===== config.mk =====
export PLATFORM = sky130hd
export DESIGN_NAME = dsos_selector
export DESIGN_NICKNAME = d
export VERILOG_FILES = /design/src/hdl/dsos_pkg.sv /design/src/hdl/dsos_func_mux.sv /design/src/hdl/dsos_move_tracker.sv /design/src/hdl/dsos_selector.sv
export SDC_FILE = /design/constraint.sdc
export NUM_CORES = 1
export LEC_CHECK = 0
export BUFFER_PORTS_ARGS = -buffer_cell sky130_fd_sc_hd__buf_2
export CAP_MARGIN = 20
export CORE_UTILIZATION = 64
export CTS_CLUSTER_DIAMETER = 30
export DETAILED_ROUTE_END_ITERATION = 7
export GPL_TIMING_DRIVEN = 0
export PLACE_DENSITY = 0.85
export SETUP_SLACK_MARGIN = 0.4
export SYNTH_ARGS = -nofsm -noshare
export SYNTH_HDL_FRONTEND = slang
export SYNTH_SLANG_ARGS = --single-unit
export TNS_END_PERCENT = 5

===== constraint.sdc =====
create_clock -name core_clk -period 5.4 [get_ports core_clk]
set_input_delay 0.81 -clock core_clk [delete_from_list [all_inputs] [get_ports core_clk]]
set_output_delay 0.81 -clock core_clk [all_outputs]
set_load 0.03 [all_outputs]

===== src/hdl/dsos_pkg.sv =====
package dsos_pkg;

  localparam int NUM_OUT = 5;
  localparam int SEL_W   = 8;
  localparam int WORD_W  = 16;
  localparam int ADDR_W  = 4;

  typedef logic [SEL_W-1:0]   dsos_sel_t;
  typedef logic [WORD_W-1:0]  dsos_word_t;
  typedef logic [ADDR_W-1:0]  dsos_addr_t;
  typedef logic [NUM_OUT-1:0] dsos_vec_t;

  // Output function codes
  localparam dsos_sel_t FN_OFF        = 8'h00;
  localparam dsos_sel_t FN_WARN       = 8'h11;
  localparam dsos_sel_t FN_OVERFLOW   = 8'h12;
  localparam dsos_sel_t FN_REV_SOFT   = 8'h13;
  localparam dsos_sel_t FN_FWD_SOFT   = 8'h14;
  localparam dsos_sel_t FN_MOVE_DONE  = 8'h15;
  localparam dsos_sel_t FN_CAPTURE    = 8'h16;
  localparam dsos_sel_t FN_MOTION     = 8'h17;
  localparam dsos_sel_t FN_SPEED      = 8'h19;
  localparam dsos_sel_t FN_SOFT_FIRST = 8'h30;
  localparam dsos_sel_t FN_SOFT_LAST  = 8'h3f;

  // Register map, one register per address, read as a 16-bit word (select codes 8 bits, status, mask and pins 5 bits)
  localparam dsos_addr_t REG_SEL_BASE  = 4'h0;
  localparam dsos_addr_t REG_SOFT_WORD = 4'h5;
  localparam dsos_addr_t REG_SPEED_WIN = 4'h6;
  localparam dsos_addr_t REG_STATUS    = 4'h7;
  localparam dsos_addr_t REG_MASK      = 4'h8;
  localparam dsos_addr_t REG_PINS      = 4'h9;

  // Reset values
  localparam dsos_sel_t  SEL_RST       = 8'h00;
  localparam dsos_word_t SOFT_WORD_RST = 16'h0000;
  localparam dsos_word_t SPEED_WIN_RST = 16'h0000;
  localparam dsos_vec_t  STATUS_RST    = 5'h00;
  localparam dsos_vec_t  MASK_RST      = 5'h00;
  localparam dsos_vec_t  PINS_RST      = 5'h00;

  typedef enum logic [2:0] {
    MODE_PT           = 3'h0,
    MODE_INTERNAL_POS = 3'h1,
    MODE_S            = 3'h2,
    MODE_T            = 3'h3,
    MODE_SZ           = 3'h4,
    MODE_TZ           = 3'h5
  } dsos_mode_e;

  typedef struct packed {
    logic rev_limit_err;
    logic fwd_limit_err;
    logic op_stop;
    logic comm_err;
    logic undervolt;
    logic pos_overflow;
    logic rev_soft_limit;
    logic fwd_soft_limit;
    logic capture_done;
    logic target_reached;
  } dsos_src_s;

  typedef struct packed {
    logic       cmd_start;
    logic       cmd_finish;
    dsos_word_t speed_err;
  } dsos_motion_s;

  // Magnitude of a two's complement speed error
  function automatic dsos_word_t dsos_mag(input dsos_word_t v);
    dsos_mag = v[WORD_W-1] ? dsos_word_t'(~v + 16'h0001) : v;
  endfunction : dsos_mag

  function automatic logic dsos_is_soft(input dsos_sel_t s);
    dsos_is_soft = (s >= FN_SOFT_FIRST) && (s <= FN_SOFT_LAST);
  endfunction : dsos_is_soft

endpackage : dsos_pkg


===== src/hdl/dsos_func_mux.sv =====
`timescale 1ns/1ps
module dsos_func_mux (
  // Selection
  input  wire dsos_pkg::dsos_sel_t  sel,
  input  wire dsos_pkg::dsos_mode_e mode,
  // Sources
  input  wire dsos_pkg::dsos_src_s  src,
  input  wire logic                 move_done,
  input  wire logic                 speed_ok,
  input  wire dsos_pkg::dsos_word_t soft_word,
  // Result
  output logic                      fn_out
);
  import dsos_pkg::*;

  logic internal_position_mode;
  logic spd_mode;

  assign internal_position_mode = (mode == MODE_INTERNAL_POS);
  assign spd_mode               = (mode == MODE_S) || (mode == MODE_SZ);

  always_comb begin
    fn_out = 1'b0;
    if (dsos_is_soft(sel)) begin
      fn_out = soft_word[sel[3:0]];
    end else begin
      case (sel)
        FN_WARN: fn_out = src.rev_limit_err | src.fwd_limit_err |
                          src.op_stop | src.comm_err |
                          src.undervolt;
        FN_OVERFLOW:  fn_out = src.pos_overflow;
        FN_REV_SOFT:  fn_out = src.rev_soft_limit;
        FN_FWD_SOFT:  fn_out = src.fwd_soft_limit;
        FN_MOVE_DONE: fn_out = internal_position_mode &
                               move_done;
        FN_CAPTURE:   fn_out = internal_position_mode &
                               src.capture_done;
        FN_MOTION:    fn_out = internal_position_mode & move_done &
                               src.target_reached;
        FN_SPEED:     fn_out = spd_mode & speed_ok;
        default:      fn_out = 1'b0;
      endcase
    end
  end

endmodule : dsos_func_mux


===== src/hdl/dsos_move_tracker.sv =====
`timescale 1ns/1ps
module dsos_move_tracker (
  // Clock and reset
  input  wire logic               core_clk,
  input  wire logic               reset,
  // Motion status
  input  wire dsos_pkg::dsos_motion_s motion,
  input  wire dsos_pkg::dsos_word_t   speed_win,
  // Derived indications
  output logic                    move_done,
  output logic                    speed_ok
);
  import dsos_pkg::*;

  typedef struct packed {
    logic move_done;
  } dsos_trk_s;

  dsos_trk_s state;
  dsos_trk_s next_state;

  // Only command generation is tracked; arrival is target_reached
  always_comb begin
    next_state = state;
    if (motion.cmd_finish) begin
      next_state.move_done = 1'b1;
    end
    // A new command starting in the same cycle outranks the old finish
    if (motion.cmd_start) begin
      next_state.move_done = 1'b0;
    end
  end

  always_ff @(posedge core_clk or posedge reset) begin
    if (reset) begin
      state <= '0;
    end else begin
      state <= next_state;
    end
  end

  assign move_done = state.move_done;
  assign speed_ok  = dsos_mag(motion.speed_err) <= speed_win;

endmodule : dsos_move_tracker


===== src/hdl/dsos_selector.sv =====
// Functional notes
// - Code 0x11 shows any warning-class alarm
// - Code 0x12 shows position command overflow
// - Code 0x13 shows reverse soft limit
// - Code 0x14 shows forward soft limit
// - Code 0x15 shows move done, internal mode
// - Move done low while command executes
// - Move done ignores actual target arrival
// - Code 0x16 shows capture done, internal mode
// - Code 0x17 is move done AND target, internal mode
// - Code 0x19 shows speed error within window, modes S and SZ
// - Codes 0x30-0x32 show soft word bits
// - Soft word mapping continues to 0x3f
// - Code zero disables the output
//
// Chosen here: the register addresses and strobed register access.
`timescale 1ns/1ps
module dsos_selector (
  // Clock and reset
  input  wire logic                 core_clk,
  input  wire logic                 reset,
  // Register port
  input  wire dsos_pkg::dsos_addr_t reg_addr,
  input  wire dsos_pkg::dsos_word_t reg_wdata,
  input  wire logic                 reg_wr,
  input  wire logic                 reg_rd,
  output dsos_pkg::dsos_word_t      reg_rdata,
  // Drive status sources
  input  wire dsos_pkg::dsos_mode_e   mode,
  input  wire dsos_pkg::dsos_src_s    src,
  input  wire dsos_pkg::dsos_motion_s motion,
  // Status output pins and interrupt
  output dsos_pkg::dsos_vec_t       status_pins,
  output logic                      irq
);
  import dsos_pkg::*;

  typedef struct packed {
    dsos_sel_t [NUM_OUT-1:0] sel;
    dsos_word_t              soft_word;
    dsos_word_t              speed_win;
    dsos_vec_t               status;
    dsos_vec_t               mask;
    dsos_vec_t               pins;
    dsos_word_t              rdata;
  } dsos_regs_s;

  dsos_regs_s state;
  dsos_regs_s next_state;

  logic      move_done;
  logic      speed_ok;
  dsos_vec_t fn_val;
  dsos_vec_t rise;

  dsos_move_tracker u_tracker (
    .core_clk  (core_clk),
    .reset     (reset),
    .motion    (motion),
    .speed_win (state.speed_win),
    .move_done (move_done),
    .speed_ok  (speed_ok)
  );

  for (genvar i = 0; i < NUM_OUT; i++) begin : g_out
    dsos_func_mux u_mux (
      .sel       (state.sel[i]),
      .mode      (mode),
      .src       (src),
      .move_done (move_done),
      .speed_ok  (speed_ok),
      .soft_word (state.soft_word),
      .fn_out    (fn_val[i])
    );
  end

  // A pin going active is the event that software may be woken by
  assign rise = fn_val & ~state.pins;

  function automatic dsos_word_t read_mux(input dsos_regs_s s,
                                          input dsos_addr_t a);
    read_mux = '0;
    if (a < REG_SEL_BASE + dsos_addr_t'(NUM_OUT)) begin
      read_mux = {8'h00, s.sel[a[2:0]]};
    end else begin
      case (a)
        REG_SOFT_WORD: read_mux = s.soft_word;
        REG_SPEED_WIN: read_mux = s.speed_win;
        REG_STATUS:    read_mux = {11'h000, s.status};
        REG_MASK:      read_mux = {11'h000, s.mask};
        REG_PINS:      read_mux = {11'h000, s.pins};
        default:       read_mux = '0;
      endcase
    end
  endfunction : read_mux

  always_comb begin
    next_state = state;
    // Pins follow their source every cycle, never latched
    next_state.pins  = fn_val;
    next_state.rdata = '0;
    if (reg_rd) begin
      next_state.rdata = read_mux(state, reg_addr);
    end
    if (reg_wr) begin
      if (reg_addr < REG_SEL_BASE + dsos_addr_t'(NUM_OUT)) begin
        next_state.sel[reg_addr[2:0]] = reg_wdata[SEL_W-1:0];
      end else begin
        case (reg_addr)
          REG_SOFT_WORD: next_state.soft_word = reg_wdata;
          REG_SPEED_WIN: next_state.speed_win = reg_wdata;
          REG_MASK:      next_state.mask      = reg_wdata[NUM_OUT-1:0];
          default:       next_state.mask      = state.mask;
        endcase
      end
    end
    // Read clears, but an edge in the same cycle survives the clear
    if (reg_rd && reg_addr == REG_STATUS) begin
      next_state.status = '0;
    end
    next_state.status = next_state.status | rise;
  end

  always_ff @(posedge core_clk or posedge reset) begin
    if (reset) begin
      state.sel       <= {NUM_OUT{SEL_RST}};
      state.soft_word <= SOFT_WORD_RST;
      state.speed_win <= SPEED_WIN_RST;
      state.status    <= STATUS_RST;
      state.mask      <= MASK_RST;
      state.pins      <= PINS_RST;
      state.rdata     <= '0;
    end else begin
      state <= next_state;
    end
  end

  assign status_pins = state.pins;
  assign reg_rdata   = state.rdata;
  assign irq         = |(state.status & state.mask);

  // Checks on output 0 except a_soft_top on output 4; the other channels share the same mux
  logic warn_any;
  assign warn_any = src.rev_limit_err | src.fwd_limit_err | src.op_stop |
                    src.comm_err | src.undervolt;

  property p_warn;
    @(posedge core_clk) disable iff (reset)
      (state.sel[0] == FN_WARN) && warn_any |=> status_pins[0];
  endproperty
  a_warn: assert property (p_warn)
    else $error("warning code did not raise output");

  property p_overflow;
    @(posedge core_clk) disable iff (reset)
      state.sel[0] == FN_OVERFLOW |=>
        status_pins[0] == $past(src.pos_overflow);
  endproperty
  a_overflow: assert property (p_overflow)
    else $error("overflow output does not follow source");

  property p_rev_soft;
    @(posedge core_clk) disable iff (reset)
      state.sel[0] == FN_REV_SOFT |=>
        status_pins[0] == $past(src.rev_soft_limit);
  endproperty
  a_rev_soft: assert property (p_rev_soft)
    else $error("reverse soft limit output wrong");

  property p_fwd_soft;
    @(posedge core_clk) disable iff (reset)
      state.sel[0] == FN_FWD_SOFT |=>
        status_pins[0] == $past(src.fwd_soft_limit);
  endproperty
  a_fwd_soft: assert property (p_fwd_soft)
    else $error("forward soft limit output wrong");

  logic move_sel;
  assign move_sel = (state.sel[0] == FN_MOVE_DONE) &&
                    (mode == MODE_INTERNAL_POS);

  property p_move_start;
    @(posedge core_clk) disable iff (reset)
      move_sel && motion.cmd_start ##1 move_sel
        |=> !status_pins[0];
  endproperty
  a_move_start: assert property (p_move_start)
    else $error("move done output high while executing");

  property p_move_finish;
    @(posedge core_clk) disable iff (reset)
      move_sel && motion.cmd_finish && !motion.cmd_start
        ##1 move_sel |=> status_pins[0];
  endproperty
  a_move_finish: assert property (p_move_finish)
    else $error("move done output missing after finish");

  property p_capture;
    @(posedge core_clk) disable iff (reset)
      state.sel[0] == FN_CAPTURE |=>
        status_pins[0] == ($past(mode) == MODE_INTERNAL_POS &&
                           $past(src.capture_done));
  endproperty
  a_capture: assert property (p_capture)
    else $error("capture done output wrong");

  property p_motion;
    @(posedge core_clk) disable iff (reset)
      state.sel[0] == FN_MOTION && mode == MODE_INTERNAL_POS &&
      !src.target_reached |=> !status_pins[0];
  endproperty
  a_motion: assert property (p_motion)
    else $error("motion done without target reached");

  property p_speed;
    @(posedge core_clk) disable iff (reset)
      state.sel[0] == FN_SPEED |=>
        status_pins[0] == (($past(mode) == MODE_S ||
                            $past(mode) == MODE_SZ) &&
                           dsos_mag($past(motion.speed_err)) <=
                           $past(state.speed_win));
  endproperty
  a_speed: assert property (p_speed)
    else $error("speed reached output wrong");

  property p_soft;
    @(posedge core_clk) disable iff (reset)
      dsos_is_soft(state.sel[0]) |=>
        status_pins[0] ==
          $past(state.soft_word[state.sel[0][3:0]]);
  endproperty
  a_soft: assert property (p_soft)
    else $error("soft word bit output wrong");

  property p_off;
    @(posedge core_clk) disable iff (reset)
      state.sel[0] == FN_OFF |=> !status_pins[0];
  endproperty
  a_off: assert property (p_off)
    else $error("disabled output is active");

  property p_mode_gate;
    @(posedge core_clk) disable iff (reset)
      state.sel[0] == FN_MOVE_DONE && mode != MODE_INTERNAL_POS
        |=> !status_pins[0];
  endproperty
  a_mode_gate: assert property (p_mode_gate)
    else $error("mode-restricted output active in wrong mode");

  property p_unassigned;
    @(posedge core_clk) disable iff (reset)
      state.sel[0] == 8'h18 || state.sel[0] == 8'h40 ||
      state.sel[0] == 8'hff |=> !status_pins[0];
  endproperty
  a_unassigned: assert property (p_unassigned)
    else $error("unassigned code drove output");

  property p_irq;
    @(posedge core_clk) disable iff (reset)
      rise[0] && state.mask[0] && !(reg_wr && reg_addr == REG_MASK)
        |=> irq;
  endproperty
  a_irq: assert property (p_irq)
    else $error("interrupt missing after pin edge");

  property p_read_data;
    @(posedge core_clk) disable iff (reset)
      reg_rd && reg_addr == REG_SOFT_WORD |=>
        reg_rdata == $past(state.soft_word);
  endproperty
  a_read_data: assert property (p_read_data)
    else $error("read data wrong one cycle after strobe");

  property p_rdata_idle;
    @(posedge core_clk) disable iff (reset)
      !reg_rd |=> reg_rdata == '0;
  endproperty
  a_rdata_idle: assert property (p_rdata_idle)
    else $error("read data not zero outside a read");

  property p_sel_write;
    @(posedge core_clk) disable iff (reset)
      reg_wr && reg_addr == REG_SEL_BASE |=>
        state.sel[0] == $past(reg_wdata[SEL_W-1:0]);
  endproperty
  a_sel_write: assert property (p_sel_write)
    else $error("select code write did not land");

  // Status is sticky: only a read of it may drop a bit
  property p_status_hold;
    @(posedge core_clk) disable iff (reset)
      state.status[0] && !(reg_rd && reg_addr == REG_STATUS) |=>
        state.status[0];
  endproperty
  a_status_hold: assert property (p_status_hold)
    else $error("status bit lost without a read");

  property p_status_clear;
    @(posedge core_clk) disable iff (reset)
      reg_rd && reg_addr == REG_STATUS && !rise[0] |=>
        !state.status[0];
  endproperty
  a_status_clear: assert property (p_status_clear)
    else $error("status bit not cleared by read");

  property p_warn_low;
    @(posedge core_clk) disable iff (reset)
      state.sel[0] == FN_WARN && !warn_any |=> !status_pins[0];
  endproperty
  a_warn_low: assert property (p_warn_low)
    else $error("warning output high without a condition");

  // Output 4 is where the highest soft code is exercised
  property p_soft_top;
    @(posedge core_clk) disable iff (reset)
      dsos_is_soft(state.sel[4]) |=>
        status_pins[4] == $past(state.soft_word[state.sel[4][3:0]]);
  endproperty
  a_soft_top: assert property (p_soft_top)
    else $error("soft word bit wrong on output 4");

  property p_start_clears;
    @(posedge core_clk) disable iff (reset)
      motion.cmd_start |=> !move_done;
  endproperty
  a_start_clears: assert property (p_start_clears)
    else $error("move done still set after command start");

  // Arrival at the target must never set move done on its own
  property p_done_source;
    @(posedge core_clk) disable iff (reset)
      $rose(move_done) |-> $past(motion.cmd_finish) &&
                           !$past(motion.cmd_start);
  endproperty
  a_done_source: assert property (p_done_source)
    else $error("move done rose without a command finish");

  c_move: cover property (@(posedge core_clk) disable iff (reset)
    move_sel ##1 status_pins[0]);
  c_motion: cover property (@(posedge core_clk) disable iff (reset)
    state.sel[0] == FN_MOTION ##1 status_pins[0]);
  c_speed: cover property (@(posedge core_clk) disable iff (reset)
    state.sel[0] == FN_SPEED ##1 status_pins[0]);
  c_soft: cover property (@(posedge core_clk) disable iff (reset)
    state.sel[0] == FN_SOFT_LAST ##1 status_pins[0]);
  c_irq: cover property (@(posedge core_clk) disable iff (reset)
    irq ##1 reg_rd && reg_addr == REG_STATUS ##1 !irq);

endmodule : dsos_selector


==> impl_results.md <==
- CTS root buffer: clkbuf_8
- Critical-path cell list: buf_2 -> or4_1 -> or3_1 -> o31ai_1 -> xnor2_1 -> ha_1 -> and4_1 -> a2111oi_0 -> o221a_2 -> a31oi_1 -> o41ai_2 -> a22o_1
- Total number of vias: 5,318
- PostCTS Resize Cnt: 0
- Nets: 738
- Sink Count: 104
- Final setup TNS: 0 ns
- Crit-path max cell delay: 0.61 ns
- Hold Violations, Final: 0
- Post-CTS Setup Inserts: 0
- Area Overhead vs Synth: 11.77%
- GRT Util Overall: between 30% and 40%
- H-tree depth: 3
- Synth Cell Area: 6526 um2
- Crit path DAT: 4.81 ns
- Total wire length: approximately 18,000 um
- TritonCTS buffer count: 9
- Commonest non-fill, non-tap cells in the layout: dfrtp_1, mux2_2, buf_2
- Placed cells: 788
- RSZ-0062 raised after global routing: no
- # diodes: 0
- IO Count: between 70 and 80
- Layout cells sized above 1: 34.43%
- Non-filler cells in the finished layout: 804
- FP Rows: 36
- CTS tree: yes
- HPWL after DPL: 13,400 um
- Crit. path cell count: 12
- Post-synth cell types: 63
- CP required: approximately 5.7 ns
- Worst R2R End: state[30]
- R2R setup slack: 2.38 ns
- Synth Flop Type: dfrtp_1
- Slew HR: 45.00%
- Worst setup EP type: register
- Initial Util: 66.46%
- HP Class: primary input to asynchronous set/reset pin
- CP max FO: 5
- Placer Congestion: between 0.9 and 1
- IO Port Bufs: 75
- Area of the core: slightly below 10,000 um2
- Clk_skew: approximately 0.011 ns
- Vias per cell: 6.614
- Die height: approximately 100 um
- Antenna violations before repair: 0
- Startpoint types: primary input
- Fillers: 719
- Vias in the first global route: roughly 5,300
- Final Slew Violations: 0
- Post-synth EDFFs: 0
- Worst-Margin Slew: 0.8175 ns
- Wire length per cell: 22.03 um
- Crit path max-delay family: compound AO/OA/AOI/OAI gates
- Tot Pwr: 0.002494 W
- Period Utilization, post-route: 83.07%
- Period minus WS final: around 4.5 ns
- Clock Path Buffers: 2
- Register bit total from synthesis: approximately 100
- # setup viols final: 0
- Crit Path Category: primary input to register
- DRC: 0
- Yosys warnings: 0
- Core Util, Final: 74.29%
- 1st-iter DRT viols: 534
- P_leak: 3.190 nW
- Crit path from: motion[3]
- Clk pin slew, worst setup/hold paths: 0.10 ns
- Synthesized net count: 651
- First-pass GRT wire length: 28,280 um
- Die width: 103.0 um
- Origin of the critical flop-to-flop path: state[44]
- Critical path capture point: state[30]
- FMAX: about 220 MHz
- Asr flop ratio synth: 100.0%
- Grt ovf: 0
- Max-Cap Viols: 0
- Synth Area per Inst: 11.27 um2
- Post-route antenna net violation count: 0
- Hold buffers post-CTS: 0
- Seq/Total Area, Yosys: between 30 and 40%
- 1st-pass router iterations: 5
- Die area: 10,600 um2
- Buf+Inv Stages, Crit Path: 1
- Peak VDD IR: between 300 and 400 uV
- Clock latency on the worst-skew pair: 0.39 ns
- Most common cell after layout, fill and taps aside: dfrtp_1
- Cells after Synth: roughly 580
- Hold_ws: roughly 0.39 ns
- Largest net degree at the start of global routing: approximately 80
- Status: complete, no violations
- P per Cell Area: approximately 340 nW/um2
- Reg2Reg Depth: 8
- Max stage delay cell, worst path: a2111oi_0
-- metrics by stage --
step           setup slack, ns  area [um2]
2_1_floorplan            1.470        6526
6_report                0.9140        7295
3_3_place_gp            0.9041        7068
3_5_place_dp            0.6159        7098
4_1_cts                  1.002        7295
5_1_grt                 0.7220        7295
-- cells in the mapped netlist, types with 3 or more instances --
| cell | number | area share, % |
|---|---|---|
| a22o_1 | 4 | 0.54 |
| o22ai_1 | 16 | 1.5 |
| a21oi_1 | 21 | 1.6 |
| mux4_1 | 3 | 1.2 |
| mux4_2 | 24 | 8.3 |
| o31ai_1 | 4 | 0.46 |
| nor3_1 | 6 | 0.46 |
| and3_1 | 4 | 0.38 |
| nand4_1 | 5 | 0.48 |
| nor4bb_1 | 4 | 0.61 |
| mux2i_1 | 12 | 1.8 |
| inv_1 | 27 | 1.6 |
| nor3b_1 | 7 | 0.81 |
| buf_4 | 23 | 2.6 |
| nor2b_1 | 8 | 0.77 |
| a2bb2oi_1 | 3 | 0.40 |
| o211ai_1 | 5 | 0.58 |
| xnor2_1 | 14 | 1.9 |
| dfrtp_1 | 104 | 40 |
| buf_2 | 3 | 0.23 |
| mux2_2 | 83 | 14 |
| nand2b_1 | 13 | 1.2 |
| nand2_1 | 18 | 1.0 |
| or4_1 | 3 | 0.35 |
| clkbuf_1 | 21 | 1.2 |
| a31oi_1 | 4 | 0.38 |
| or3_1 | 6 | 0.58 |
| nand3_1 | 8 | 0.61 |
| o21ai_0 | 18 | 1.4 |
| nand3b_1 | 5 | 0.58 |
| ha_1 | 17 | 3.3 |
| nand4b_1 | 3 | 0.40 |
| a22oi_1 | 18 | 2.1 |
| nor2_1 | 28 | 1.6 |
-- sequential cells by signal (all words and copies together) (netlist names) --
name / cells
state: 82
reg_rdata: 16
status_pins: 5
u_tracker.move_done: 1
-- cell type report --
type / count / area (um2) / area share [%]
inverters: 27 / 103.9 / 1.424
plain buffers: 50 / 285.3 / 3.911
multi-input cells: 398 / 3537 / 48.49
clock inverters: 6 / 68.82 / 0.9434
clock buffers: 10 / 127.6 / 1.750
well taps: 133 / 166.4 / 2.281
repair buffers: 76 / 402.9 / 5.523
flip-flops and latches: 104 / 2603 / 35.68
-- report_power, final --
| part | total [W] | leakage [nW] | switching, W | internal, W |
|---|---|---|---|---|
| Clock | 0.000493 | 0.0904 | 0.000276 | 0.000217 |
| Combinational | 0.000858 | 1.80 | 0.000410 | 0.000447 |
| Sequential | 0.00114 | 1.30 | 0.000203 | 0.000941 |
-- worst reg2reg max path, delay by kind of cell (launching register included) --
kind / cells / cell delay, ns
AO/OA/AOI/OAI: 5 / 1.94
AND/OR/NAND/NOR: 1 / 0.25
flip-flops: 1 / 0.39
adder cells (fa/ha/maj): 1 / 0.31
buffers and inverters: 1 / 0.07
-- how the worst min path moves through the flow --
stage,startpoint,endpoint
after global routing,reset,state[99]
after floorplan,u_tracker.move_done,u_tracker.move_done
after CTS,reset,state[99]
final,reset,state[99]
after global placement,u_tracker.move_done,u_tracker.move_done
after detailed placement,u_tracker.move_done,u_tracker.move_done
-- cell families after synthesis --
kind of cell	synth area share [%]
adder cells (fa/ha/maj)	3.259
flip-flops	39.88
multiplexers	25.65
AND/OR/NAND/NOR	11.37
AO/OA/AOI/OAI	12.04
buffers and inverters	5.924
XOR/XNOR	1.879
-- routing by layer --
layer | vias to the layer above | GRT usage (%) | wire length, um | share of wire (%)
met4 | 0 | 17.55 | 688 | 3.9
met1 | 2637 | 48.74 | 7068 | 40
li1 | 2345 | - | - | -
met2 | 280 | 59.38 | 8465 | 48
met3 | 56 | 6.305 | 1490 | 8.4
met5 | - | 0 | 0 | 0
No activity file was read; power rests on OpenSTA's default activity.
